[src/hdl/rds_consts.svh]
/*
 constant definitions for the run-enable and dwell sequencer.
 assumes frequencies in 0.01 Hz units and times in 0.1 s units.
*/
`ifndef RDS_CONSTS_SVH
`define RDS_CONSTS_SVH
`define RDS_FN_RUN_ENABLE 8'h0D
`define RDS_FN_W 8
`define RDS_SEL_ALWAYS 1'b0
`define RDS_SEL_TERMINAL 1'b1
`define RDS_STOP_COAST 2'h0
`define RDS_STOP_QUICK 2'h1
`define RDS_STOP_QRESUME 2'h2
`define RDS_QSTOP_DEF 16'h0032
`define RDS_QSTOP_MAX 16'h1770
`define RDS_DWELL_F_DEF 16'h01F4
`define RDS_ACC_DWT_MAX 16'h0064
`define RDS_DEC_DWT_MAX 16'h0258
`define RDS_TICK_NS 100000000
`define RDS_CLK_NS 4
`endif

[src/hdl/rds_pkg.sv]
/*
 types for the run-enable and dwell sequencer.
 assumes rds_consts.svh holds the numeric constants.
*/
package rds_pkg;
   typedef enum logic [2:0] {
      RDS_IDLE, RDS_ACC_DWELL, RDS_RUN, RDS_DEC_DWELL, RDS_STOPPING, RDS_QSTOP
   } rds_state_t;
endpackage

[src/hdl/rds_ramp.sv]
/*
 frequency ramp: moves the output frequency toward a target by a step each
 time tick. assumes the step is precomputed from the ramp time by the caller.
*/
`timescale 1ns/1ps
module rds_ramp #(
   parameter int FW = 16
) (
   input wire logic clk_in,
   input wire logic nrst_in,
   input wire logic tick_in,
   input wire logic [FW-1:0] target_in,
   input wire logic [FW-1:0] step_in,
   output logic [FW-1:0] freq_out
);
   wire logic [FW:0] up_sum = {1'b0, freq_out} + {1'b0, step_in};
   wire logic up_over = up_sum > {1'b0, target_in};
   // widened so a target near full scale cannot wrap the compare
   wire logic dn_under = {1'b0, freq_out} < ({1'b0, target_in} + {1'b0, step_in});
   wire logic [FW-1:0] next_freq = (freq_out < target_in) ?
      (up_over ? target_in : up_sum[FW-1:0]) :
      (dn_under ? target_in : freq_out - step_in);
   // step of zero means instantaneous change
   wire logic [FW-1:0] jump = (step_in == '0) ? target_in : next_freq;
   always_ff @(posedge clk_in or negedge nrst_in) begin
      if (!nrst_in) begin
         freq_out <= '0;
      end else if (tick_in) begin
         freq_out <= jump;
      end
   end
endmodule

[src/hdl/rds_top.sv]
/*
 run-enable gate and dwell sequencer for a motor drive.
 assumes terminals and commands are synchronous to clk_in; ramp steps are
 given per 0.1 s tick in 0.01 Hz units by the surrounding control.
*/
`timescale 1ns/1ps
`include "rds_consts.svh"
module rds_top #(
   parameter int NT = 5,
   parameter int FW = 16,
   parameter int TICK_CYC = `RDS_TICK_NS / `RDS_CLK_NS
) (
   input wire logic clk_in,
   input wire logic nrst_in,
   input wire logic [NT-1:0] terminal_in,
   input wire logic [NT*8-1:0] input_terminal_function_in,
   input wire logic run_en_sel_in,
   input wire logic [1:0] stop_mode_in,
   input wire logic [15:0] qstop_time_in,
   input wire logic [15:0] qstop_step_in,
   input wire logic run_cmd_in,
   input wire logic [FW-1:0] target_freq_in,
   input wire logic [FW-1:0] acc_step_in,
   input wire logic [FW-1:0] dec_step_in,
   input wire logic [FW-1:0] acc_dwell_freq_in,
   input wire logic [15:0] acc_dwell_time_in,
   input wire logic [FW-1:0] dec_dwell_freq_in,
   input wire logic [15:0] dec_dwell_time_in,
   input wire logic ext_brake_in,
   output logic [FW-1:0] freq_ref_out,
   output logic output_enable_out,
   output logic terminal_gated_permit_out,
   output logic [2:0] state_out
);
   rds_pkg::rds_state_t state;
   logic [31:0] tick_cnt;
   logic [15:0] dwell_cnt;
   logic run_d;
   logic acc_done;
   logic [FW-1:0] ramp_target;
   logic [FW-1:0] ramp_step;
   wire logic [FW-1:0] freq;
   wire logic [NT-1:0] fn_hit;
   genvar g;
   generate
      for (g = 0; g < NT; g++) begin : g_term
         assign fn_hit[g] = terminal_in[g] &&
            (input_terminal_function_in[g*`RDS_FN_W +: `RDS_FN_W] == `RDS_FN_RUN_ENABLE);
         term_grant_a: assert property (@(posedge clk_in) disable iff (!nrst_in)
            fn_hit[g] |=> terminal_gated_permit_out)
            else $error("enabled terminal gives no permit");
      end
   endgenerate
   wire logic permit = (run_en_sel_in == `RDS_SEL_ALWAYS) ? 1'b1 : (|fn_hit);
   // tick marks one 0.1 s step of the ramp and of the dwell timers
   wire logic tick = (tick_cnt == 32'(TICK_CYC - 1));
   wire logic run_rise = run_cmd_in && !run_d;
   // out-of-range times saturate to the settable maximum
   wire logic [15:0] acc_dwt = (acc_dwell_time_in > `RDS_ACC_DWT_MAX) ?
      `RDS_ACC_DWT_MAX : acc_dwell_time_in;
   wire logic [15:0] dec_dwt = (dec_dwell_time_in > `RDS_DEC_DWT_MAX) ?
      `RDS_DEC_DWT_MAX : dec_dwell_time_in;
   wire logic [15:0] qst = (qstop_time_in > `RDS_QSTOP_MAX) ? `RDS_QSTOP_MAX : qstop_time_in;
   wire logic acc_dw_on = (acc_dwt != '0) && (acc_dwell_freq_in != '0) && !acc_done;
   wire logic dec_dw_on = (dec_dwt != '0) && (dec_dwell_freq_in != '0) && !ext_brake_in &&
      (freq > dec_dwell_freq_in);
   // zero quick-stop time means an immediate stop
   wire logic [FW-1:0] q_step = (qst == '0) ? '0 : qstop_step_in[FW-1:0];
   wire logic at_target = (freq == ramp_target);
   // coast is taken at once; both quick modes ramp down first
   wire logic drop = !permit && (stop_mode_in == `RDS_STOP_COAST);
   wire logic qdrop = !permit && (stop_mode_in != `RDS_STOP_COAST);
   rds_pkg::rds_state_t next_state;
   always_comb begin
      next_state = state;
      unique case (state)
         rds_pkg::RDS_IDLE: begin
            if (run_cmd_in && permit && (run_rise || stop_mode_in != `RDS_STOP_QUICK ||
                  run_en_sel_in == `RDS_SEL_ALWAYS)) begin
               next_state = acc_dw_on ? rds_pkg::RDS_ACC_DWELL : rds_pkg::RDS_RUN;
            end
         end
         rds_pkg::RDS_ACC_DWELL: begin
            if (qdrop) begin
               next_state = rds_pkg::RDS_QSTOP;
            end else if (!run_cmd_in) begin
               next_state = rds_pkg::RDS_STOPPING;
            end else if (at_target && dwell_cnt >= acc_dwt) begin
               next_state = rds_pkg::RDS_RUN;
            end
         end
         rds_pkg::RDS_RUN: begin
            if (qdrop) begin
               next_state = rds_pkg::RDS_QSTOP;
            end else if (!run_cmd_in) begin
               next_state = dec_dw_on ? rds_pkg::RDS_DEC_DWELL : rds_pkg::RDS_STOPPING;
            end
         end
         rds_pkg::RDS_DEC_DWELL: begin
            if (qdrop) begin
               next_state = rds_pkg::RDS_QSTOP;
            end else if (at_target && dwell_cnt >= dec_dwt) begin
               next_state = rds_pkg::RDS_STOPPING;
            end
         end
         rds_pkg::RDS_STOPPING: begin
            if (qdrop) begin
               next_state = rds_pkg::RDS_QSTOP;
            end else if (freq == '0) begin
               next_state = rds_pkg::RDS_IDLE;
            end
         end
         rds_pkg::RDS_QSTOP: begin
            if (freq == '0) begin
               next_state = rds_pkg::RDS_IDLE;
            end
         end
         default: next_state = rds_pkg::RDS_IDLE;
      endcase
      if (drop && state != rds_pkg::RDS_IDLE) begin
         next_state = rds_pkg::RDS_IDLE;
      end
   end
   always_comb begin
      ramp_step = acc_step_in;
      ramp_target = '0;
      unique case (state)
         rds_pkg::RDS_IDLE: ramp_target = '0;
         rds_pkg::RDS_ACC_DWELL: ramp_target = acc_dwell_freq_in;
         rds_pkg::RDS_RUN: begin
            ramp_target = target_freq_in;
            ramp_step = (freq > target_freq_in) ? dec_step_in : acc_step_in;
         end
         rds_pkg::RDS_DEC_DWELL: begin
            ramp_target = dec_dwell_freq_in;
            ramp_step = dec_step_in;
         end
         rds_pkg::RDS_STOPPING: ramp_step = dec_step_in;
         rds_pkg::RDS_QSTOP: ramp_step = q_step;
         default: ramp_target = '0;
      endcase
   end
   rds_ramp #(.FW(FW)) u_ramp (
      .clk_in(clk_in),
      .nrst_in(nrst_in),
      .tick_in(tick),
      .target_in(ramp_target),
      .step_in(ramp_step),
      .freq_out(freq)
   );
   wire logic dwelling = (state == rds_pkg::RDS_ACC_DWELL) ||
      (state == rds_pkg::RDS_DEC_DWELL);
   always_ff @(posedge clk_in or negedge nrst_in) begin
      if (!nrst_in) begin
         tick_cnt <= '0;
      end else begin
         tick_cnt <= tick ? '0 : tick_cnt + 32'h0000_0001;
      end
   end
   always_ff @(posedge clk_in or negedge nrst_in) begin
      if (!nrst_in) begin
         state <= rds_pkg::RDS_IDLE;
         run_d <= 1'b0;
         dwell_cnt <= '0;
         acc_done <= 1'b0;
      end else begin
         state <= next_state;
         run_d <= run_cmd_in;
         // hold time counts only once the dwell frequency is reached
         if (next_state != state || !dwelling) begin
            dwell_cnt <= '0;
         end else if (tick && at_target && dwell_cnt != '1) begin
            dwell_cnt <= dwell_cnt + 16'h0001;
         end
         // a quick stop with run held keeps the flag, so the resumed run skips the dwell
         if (state == rds_pkg::RDS_IDLE && next_state != rds_pkg::RDS_IDLE) begin
            acc_done <= 1'b1;
         end else if (!run_cmd_in && next_state == rds_pkg::RDS_IDLE) begin
            acc_done <= 1'b0;
         end
      end
   end
   always_ff @(posedge clk_in or negedge nrst_in) begin
      if (!nrst_in) begin
         freq_ref_out <= '0;
         output_enable_out <= 1'b0;
         terminal_gated_permit_out <= 1'b0;
         state_out <= '0;
      end else begin
         freq_ref_out <= (next_state == rds_pkg::RDS_IDLE) ? '0 : freq;
         output_enable_out <= (next_state != rds_pkg::RDS_IDLE);
         terminal_gated_permit_out <= permit;
         state_out <= next_state;
      end
   end
   // checks sit on internal state so a failure points at the transition, except the enable, reference and permit checks, which read the registered outputs
   coast_block_a: assert property (@(posedge clk_in) disable iff (!nrst_in)
      (state != rds_pkg::RDS_IDLE && drop) |=> !output_enable_out)
      else $error("output not blocked on coast");
   idle_quiet_a: assert property (@(posedge clk_in) disable iff (!nrst_in)
      state == rds_pkg::RDS_IDLE |-> (!output_enable_out && freq_ref_out == '0))
      else $error("output active while idle");
   no_run_a: assert property (@(posedge clk_in) disable iff (!nrst_in)
      (state == rds_pkg::RDS_IDLE && !permit) |=> state == rds_pkg::RDS_IDLE)
      else $error("run accepted without permit");
   refused_off_a: assert property (@(posedge clk_in) disable iff (!nrst_in)
      (state == rds_pkg::RDS_IDLE && !permit) |=> !output_enable_out)
      else $error("output enabled without permit");
   always_sel_a: assert property (@(posedge clk_in) disable iff (!nrst_in)
      run_en_sel_in == `RDS_SEL_ALWAYS |=> terminal_gated_permit_out)
      else $error("permit not granted");
   term_deny_a: assert property (@(posedge clk_in) disable iff (!nrst_in)
      (run_en_sel_in == `RDS_SEL_TERMINAL && fn_hit == '0) |=> !terminal_gated_permit_out)
      else $error("permit without enabled terminal");
   qstop_entry_a: assert property (@(posedge clk_in) disable iff (!nrst_in)
      (state == rds_pkg::RDS_RUN && qdrop) |=> state == rds_pkg::RDS_QSTOP)
      else $error("quick stop not entered");
   stop_qdrop_a: assert property (@(posedge clk_in) disable iff (!nrst_in)
      (state == rds_pkg::RDS_STOPPING && qdrop) |=> state == rds_pkg::RDS_QSTOP)
      else $error("quick stop not taken while stopping");
   quick_restart_a: assert property (@(posedge clk_in) disable iff (!nrst_in)
      (state == rds_pkg::RDS_IDLE && stop_mode_in == `RDS_STOP_QUICK &&
      run_en_sel_in == `RDS_SEL_TERMINAL && run_d) |=> state == rds_pkg::RDS_IDLE)
      else $error("quick stop restarted without new run");
   qstop_hold_a: assert property (@(posedge clk_in) disable iff (!nrst_in)
      (state == rds_pkg::RDS_QSTOP && stop_mode_in != `RDS_STOP_COAST && freq != '0)
      |=> state == rds_pkg::RDS_QSTOP)
      else $error("quick stop left before standstill");
   qstop_ramp_a: assert property (@(posedge clk_in) disable iff (!nrst_in)
      (state == rds_pkg::RDS_QSTOP && tick && freq != '0) |=> freq < $past(freq))
      else $error("quick stop not decelerating");
   resume_a: assert property (@(posedge clk_in) disable iff (!nrst_in)
      (state == rds_pkg::RDS_IDLE && permit && run_cmd_in &&
      stop_mode_in == `RDS_STOP_QRESUME) |=> state != rds_pkg::RDS_IDLE)
      else $error("resume not taken");
   acc_first_a: assert property (@(posedge clk_in) disable iff (!nrst_in)
      (state == rds_pkg::RDS_IDLE && run_cmd_in && run_en_sel_in == `RDS_SEL_ALWAYS &&
      !acc_done && acc_dwt != '0 && acc_dwell_freq_in != '0)
      |=> state == rds_pkg::RDS_ACC_DWELL)
      else $error("acc dwell not entered");
   acc_reach_a: assert property (@(posedge clk_in) disable iff (!nrst_in)
      (state == rds_pkg::RDS_ACC_DWELL && permit && run_cmd_in && freq != acc_dwell_freq_in)
      |=> state == rds_pkg::RDS_ACC_DWELL)
      else $error("acc dwell left before dwell frequency");
   acc_hold_a: assert property (@(posedge clk_in) disable iff (!nrst_in)
      (state == rds_pkg::RDS_ACC_DWELL && permit && run_cmd_in && dwell_cnt < acc_dwt)
      |=> state == rds_pkg::RDS_ACC_DWELL)
      else $error("acc dwell left early");
   run_ramp_a: assert property (@(posedge clk_in) disable iff (!nrst_in)
      (state == rds_pkg::RDS_RUN && tick && freq < target_freq_in)
      |=> freq > $past(freq))
      else $error("run not accelerating");
   acc_cap_a: assert property (@(posedge clk_in) disable iff (!nrst_in)
      state == rds_pkg::RDS_ACC_DWELL |-> dwell_cnt <= `RDS_ACC_DWT_MAX)
      else $error("acc dwell time over range");
   dec_entry_a: assert property (@(posedge clk_in) disable iff (!nrst_in)
      (state == rds_pkg::RDS_RUN && permit && !run_cmd_in && dec_dw_on)
      |=> state == rds_pkg::RDS_DEC_DWELL)
      else $error("dec dwell not entered");
   dec_hold_a: assert property (@(posedge clk_in) disable iff (!nrst_in)
      (state == rds_pkg::RDS_DEC_DWELL && permit && dwell_cnt < dec_dwt)
      |=> state == rds_pkg::RDS_DEC_DWELL)
      else $error("dec dwell left early");
   stop_ramp_a: assert property (@(posedge clk_in) disable iff (!nrst_in)
      (state == rds_pkg::RDS_STOPPING && tick && freq != '0) |=> freq < $past(freq))
      else $error("stop not decelerating");
   stop_end_a: assert property (@(posedge clk_in) disable iff (!nrst_in)
      (state == rds_pkg::RDS_STOPPING && permit && freq == '0) |=> state == rds_pkg::RDS_IDLE)
      else $error("stop not finished at standstill");
   dec_cap_a: assert property (@(posedge clk_in) disable iff (!nrst_in)
      state == rds_pkg::RDS_DEC_DWELL |-> dwell_cnt <= `RDS_DEC_DWT_MAX)
      else $error("dec dwell time over range");
   acc_skip_a: assert property (@(posedge clk_in) disable iff (!nrst_in)
      (state == rds_pkg::RDS_IDLE && acc_dwt == '0) |=> state != rds_pkg::RDS_ACC_DWELL)
      else $error("zero dwell not skipped");
   dec_skip_a: assert property (@(posedge clk_in) disable iff (!nrst_in)
      (state == rds_pkg::RDS_RUN && dec_dwell_freq_in == '0)
      |=> state != rds_pkg::RDS_DEC_DWELL)
      else $error("zero dec dwell not skipped");
   acc_once_a: assert property (@(posedge clk_in) disable iff (!nrst_in)
      (state == rds_pkg::RDS_IDLE && acc_done) |=> state != rds_pkg::RDS_ACC_DWELL)
      else $error("acc dwell repeated");
   dec_brake_a: assert property (@(posedge clk_in) disable iff (!nrst_in)
      (state == rds_pkg::RDS_RUN && ext_brake_in) |=> state != rds_pkg::RDS_DEC_DWELL)
      else $error("dec dwell under brake control");
   dwell_abort_a: assert property (@(posedge clk_in) disable iff (!nrst_in)
      (dwelling && qdrop) |=> state == rds_pkg::RDS_QSTOP)
      else $error("dwell not abandoned");
endmodule

[config.mk]
export PLATFORM = sky130hd
export DESIGN_NAME = rds_top
export DESIGN_NICKNAME = d
export VERILOG_FILES = /design/src/hdl/rds_pkg.sv /design/src/hdl/rds_ramp.sv /design/src/hdl/rds_top.sv
export VERILOG_INCLUDE_DIRS = /design/src /design/src/hdl
export SDC_FILE = /design/constraint.sdc
export NUM_CORES = 1
export LEC_CHECK = 0
export ABC_AREA = 0
export BUFFER_PORTS_ARGS = -buffer_cell sky130_fd_sc_hd__buf_2
export CORE_MARGIN = 5
export CORE_UTILIZATION = 30
export CTS_CLUSTER_SIZE = 28
export DETAILED_ROUTE_END_ITERATION = 10
export GPL_TIMING_DRIVEN = 0
export PLACE_DENSITY_LB_ADDON = 0.3
export SLEW_MARGIN = 40
export SYNTH_ARGS = -nofsm -noshare
export SYNTH_HDL_FRONTEND = slang
export SYNTH_SLANG_ARGS = --single-unit
export TNS_END_PERCENT = 20
[constraint.sdc]
create_clock -name clk_in -period 17.1 [get_ports clk_in]
set_input_delay 5.13 -clock clk_in [delete_from_list [all_inputs] [get_ports clk_in]]
set_output_delay 5.13 -clock clk_in [all_outputs]
set_load 0.05 [all_outputs]
; ---- Word-level counts from Yosys, hierarchy flattened
; Cells that the tools add are included.
; Widths: inputs -> output; s select.
[word_totals]
reg_bits = 87
input_bits = 196
out_inout_bits = 21
wordCells = 121
[classes]
add_sub_neg = 5
magnitude_cmp = 10
eq_ne = 15
n_mux = 32
n_bitwise = 1
reduce_logical = 49
[ops]
columns = op, n
row1 = $mux 16, 12
row2 = $pmux 16 s3, 2
row3 = $reduce_bool 16->1, 4
row4 = $logic_not 16->1, 3
row5 = $eq 8x4->1 const B, 5
row6 = $mux 3, 12
row7 = $add 16x16->17, 2
row8 = $add 32x1->32 const B, 1
row9 = $eq 32x25->1 const B, 1
row10 = $ge 16x16->1, 2
row11 = $gt 16x16->1, 2
row12 = $mux 32, 1
row13 = $logic_and 1x1->1, 22
row14 = $pmux 3 s6, 1
row15 = $gt 17x16->1, 1
row16 = $lt 16x17->1, 1
row17 = $add 16x1->16 const B, 1
row18 = $eq 16x16->1, 1
row19 = $gt 16x10->1 const B, 1
row20 = $gt 16x13->1 const B, 1
row21 = $gt 16x7->1 const B, 1
row22 = $lt 16x16->1, 1
row23 = $ne 16x16->1 const B, 1
row24 = $sub 16x16->16, 1
row25 = 16 further kinds, 32

; ---- Logic depth before layout (Yosys ltp)
[logic_depth]
ltp_word = 15
ltp_mapped = 32
ltp_nobuf = 29

; ---- Modules after synthesis
; A second synthesis with hierarchy kept.
[unflattened]
hier_cells = 1340
area_unflattened_um2 = 11115.7
[modules_own_cells]
columns = module, n_inst, cells_per_inst, area_per_inst_um2, seq_area_each_um2
row1 = rds_top, 1, 801, 6919.1, 1776.7
row2 = rds_ramp, 1, 539, 4196.5, 400.4

; ---- Least setup slack after synthesis
; Ideal clock, no wire load.
[synth_path]
path_type = input to register
startpoint = in target_freq_in[1]
endpoint = reg u_ramp.freq_out[12]
setup_time_ns = 0.092
arrival_time_ns = 10.917
required_time_ns = 17.008
path_slack_ns = 6.091
stages = 32
n_path_buf = 4
cell_sequence = inv_1 -> ha_1 -> nor2b_1 -> o211ai_1 -> a2111oi_2 -> or4b_1 -> nor2b_4 -> buf_6 -> buf_6 -> a22o_1 -> inv_1 -> ha_1 -> buf_6 -> nor2b_4 -> o31a_1 -> o41a_1 -> a31o_2 -> a41oi_1 -> a21oi_1 -> xnor2_1 -> ha_1 -> a21o_1 -> a211oi_1 -> o221ai_1 -> a21oi_1 -> o21ai_0 -> nor3_2 -> buf_4 -> a31oi_1 -> a22o_1 -> o31a_1 -> o31ai_2
[synth_via]
elab_chain_len = 8
word_cells_on_any_way = 15
cone_classes = add/sub (3) / order compare (4) / mux (7) / reduce/logical (1)
[synth_lines]
columns = item, line_no
row1 = start: declaration, rds_top.sv:22  ; input wire logic [FW-1:0] target_freq_in,
row2 = $gt 16x16->1, rds_top.sv:132  ; ramp_step = (freq > target_freq_in) ? dec_step_in : acc_step_in;
row3 = $mux 16, rds_top.sv:132
row4 = $pmux 16 s3, rds_top.sv:127  ; unique case (state)
row5 = "$add 16x16->17, on equally long branches", "rds_ramp.sv:19, rds_ramp.sv:16"
row6 = $lt 16x17->1 / $gt 17x16->1 (equally long branches), "rds_ramp.sv:19, rds_ramp.sv:17"
row7 = "$mux 16, on equally long branches", "rds_ramp.sv:22, rds_ramp.sv:21"
row8 = $mux 16, rds_ramp.sv:20  ; wire logic [FW-1:0] next_freq = (freq_out < target_in) ?
row9 = $mux 16 (*), rds_ramp.sv:24  ; wire logic [FW-1:0] jump = (step_in == '0) ? target_in : next_freq;
row10 = end signal: assignment, rds_ramp.sv:29  ; freq_out <= jump;
row11 = end: declaration, rds_ramp.sv:14  ; output logic [FW-1:0] freq_out
; Mark *: on every way between the ends. The rest lies on a longest branch, timed or not.
; A chain may end at the register's enable or synchronous reset.

; ---- Worst setup path after layout
[layout_path]
startpoint = in target_freq_in[15]
endpoint = reg u_ramp.freq_out[4]
; The elaborated chain is that of the path after synthesis.

==> results.tsv <==
stage	metric	value	unit
run_status	status	finished clean	
clock_network	clock buffer count from CTS	9	
routing	Post-DRT Antenna Nets	0	
power	Leak Pwr	0.00589	uW
clock_network	CTS tree	done	
routing	Vias/cell	5.39	
cells_and_area	area of the multi-input gates	7940	um^2
grt	GRT Total Usage	0.190	
grt	vias in the first global route	10455	
cells_and_area	register area	2180	um^2
critical_path	Slowest-stage cell, CP	a2111oi_0	
min_path	worst hold path depth	1	
critical_path	CP Data Arrival Time	12.33	ns
clock_network	Clock Tree Buf Depth	2	
cells_and_area	nets	1907	
timing	Setup Viol. Count Final	0	
routing	DRC	0	
cells_and_area	layout cells sized above 1	0.186	
critical_path	CP Buf/Inv Count	5	
routing	DR iter-0 viols	893	
yosys	post-synth top area share	0.204	
yosys	cells after synthesis	1305	
timing	Hold Fails Final Rpt	0	
grt	Congestion Overflow GR	0	
timing	RSZ-0062 raised after global routing	false	
critical_path	most frequent cell on the critical path	ha_1	
grt	initial antenna violation count	1	
critical_path	Critical R2R Launch	u_ramp.freq_out[7]	
cells_and_area	fillers	3689	
timing	setup_tns	0	ns
placed_design	Final Wtd Congestion	0.943	
die	Ports	217	
yosys	Synth warnings	0	
critical_path	Reg2Reg Depth	28	
yosys	main area contributors after synthesis	dfrtp_1 20%, ha_1 19%, nor2_1 4.4%	
cells_and_area	Util after Layout	0.360	
critical_path	reg-to-reg endpoint	u_ramp.freq_out[4]	
die	Core Box Area	35300	um^2
critical_path	worst endpoint required time	17.36	ns
min_path	worst hold start	tick_cnt[0]	
yosys	async set-reset flop share out of synthesis	1.00	
die	Die W	199	um
timing	Slew @ Worst Pin	0.813	ns
clock_network	clk_lat worst skew	0.36	ns
clock_network	Root Driver	clkbuf_16	
die	# rows	69	
min_path	end of the worst hold path	tick_cnt[0]	
critical_path	delay-heaviest family, CP	compound AO/OA/AOI/OAI gates	
clock_network	Max H-tree Level	3	
run	number of max-cap violations	0	
critical_path	CP max FO	10	
yosys	post-synthesis sequential area ratio	0.204	
timing	Fin Clk Skew	0.00990	ns
clock_network	PostCTS Resize Cnt	0	
cells_and_area	P&R area growth vs syn	19.3	%
yosys	number of synthesized flops with an enable pin	0	
yosys	leading area contributor after synthesis	dfrtp_1	
critical_path	Worst setup SP type	input pin	
critical_path	crit path from	target_freq_in[15]	
timing	highest clock rate	0.0828	GHz
yosys	Seq cells post-synth	87	
timing	Max-slew headroom	0.454	
timing	fin crit period	12.07	ns
critical_path	CP peak stage delay	0.67	ns
placed_design	Buffers on Ports	216	
die	Die ar.	39400	um^2
timing	max-slew violation count	0	
grt	largest net degree at the start of global routing	49	
clock_network	CTS Hold Buffers Added	0	
clock_network	clock-pin slew on the worst setup and hold paths	0.07	ns
critical_path	reg2reg setup slack	9.15	ns
placed_design	DPL Wire Length	31200	um
die	initial core utilization	0.302	
clock_network	number of setup buffers added after CTS	0	
grt	first-pass GRT wire length	59200	um
routing	via count	10870	
yosys	Syn Area/Cell	8.17	um^2
yosys	Post-Syn Area	10700	um^2
routing	average wire per standard cell	19.0	um
cells_and_area	commonest non-fill, non-tap cell in the layout	buf_2	
routing	Routed WL	38300	um
yosys	Synth Flop Type	dfrtp_1	
yosys	Distinct cells, synth	91	
timing	Final Cycle Share	0.706	
power	peak supply drop	0.0000663	V
clock_network	CTS Sinks	87	
cells_and_area	most frequent cells in the layout	222 x buf_2, 160 x ha_1, 124 x nor2_1	
die	die height	199	um
routing	drt pass-1 iters	5	
critical_path	critical path class	input pin to flip-flop	
power	power density cells	150	nW/um^2
min_path	Worst Hold Class	flip-flop to flip-flop	
critical_path	Crit. End Element	flip-flop	
[metal layers]
metal  share of wire  GRT usage
met1            0.47      0.275
met2            0.43      0.291
met3           0.073     0.0329
met4           0.027     0.0555
met5               0          0
[synthesized netlist by cell type (7+ instances only)]
cell type    n
or3_1        7
buf_6        7
o211ai_1     9
dfrtp_1     87
xnor2_1     45
ha_1       160
clkbuf_1    24
a31oi_1     13
and3_1      15
nor4b_1      7
nand4_1     30
a21oi_1     60
xor2_1      32
nor4_1      30
o31a_1      13
nand2_1    109
nor2b_1     15
nand2b_1    18
a211oi_1     8
a22oi_1     30
o21a_1      16
nand4b_1     7
and2_1      23
a22o_1      29
o31ai_1      8
inv_1       93
nand3_1     36
buf_2        7
nor3_1      23
nor2_1     124
o21ai_1      7
a21o_1      34
a221oi_1    19
o31ai_2      9
o21ai_0     44
[worst max-delay path by stage]
stage,to,depth (start not counted)
floorplan,u_ramp.freq_out[12],32
global placement,u_ramp.freq_out[12],30
detailed placement,u_ramp.freq_out[14],30
CTS,u_ramp.freq_out[12],30
global route,u_ramp.freq_out[14],30
finish,u_ramp.freq_out[4],30
[stage by stage]
step                setup WS, ns  instance area, um^2  cells  power (uW)  hold WS (ns)
floorplan                   6.09                10700   1319        1310         0.448
global placement            4.92                12400   1996        1660         0.478
detailed placement          4.87                12400   1998        1680         0.486
CTS                         5.20                12700   2014        1900         0.502
global route                4.79                12700   2015        2070         0.536
finish                      5.03                12700   2015        1910         0.496
[sequential cells by signal (all words and copies together), names as in the netlist]
register	flops
run_d	1
terminal_gated_permit_out	1
state_out	3
freq_ref_out	16
acc_done	1
dwell_cnt	16
tick_cnt	32
u_ramp.freq_out	16
output_enable_out	1
[area by class of cell]
cell class / count / share of cell area
flip-flops and latches: 87 / 0.171
multi-input cells: 1093 / 0.624
diodes: 1 / 0.000197
clock inverters: 6 / 0.00531
inverters: 93 / 0.0274
well taps: 461 / 0.0453
plain buffers: 46 / 0.0196
repair buffers: 218 / 0.0878
clock buffers: 10 / 0.0188
[cells by family after synthesis]
group           count (synthesis)  share of synthesized area
flops                          87                      0.204
fa+ha+maj                     163                      0.193
other cells                     1                   0.000352
simple gates                  487                      0.241
xor+xnor                       77                     0.0633
compound gates                348                      0.238
mux                             3                    0.00293
buf+inv                       139                     0.0561
[report_power, final]
| part | switching, uW | leakage (uW) | total (uW) | internal [uW] |
|---|---|---|---|---|
| clock | 89.9 | 0.000151 | 208 | 118 |
| sequential | 11.4 | 0.00109 | 239 | 227 |
| combinational | 904 | 0.00465 | 1460 | 558 |
| total | 1010 | 0.00589 | 1910 | 903 |
No activity file was read; power rests on OpenSTA's default activity.
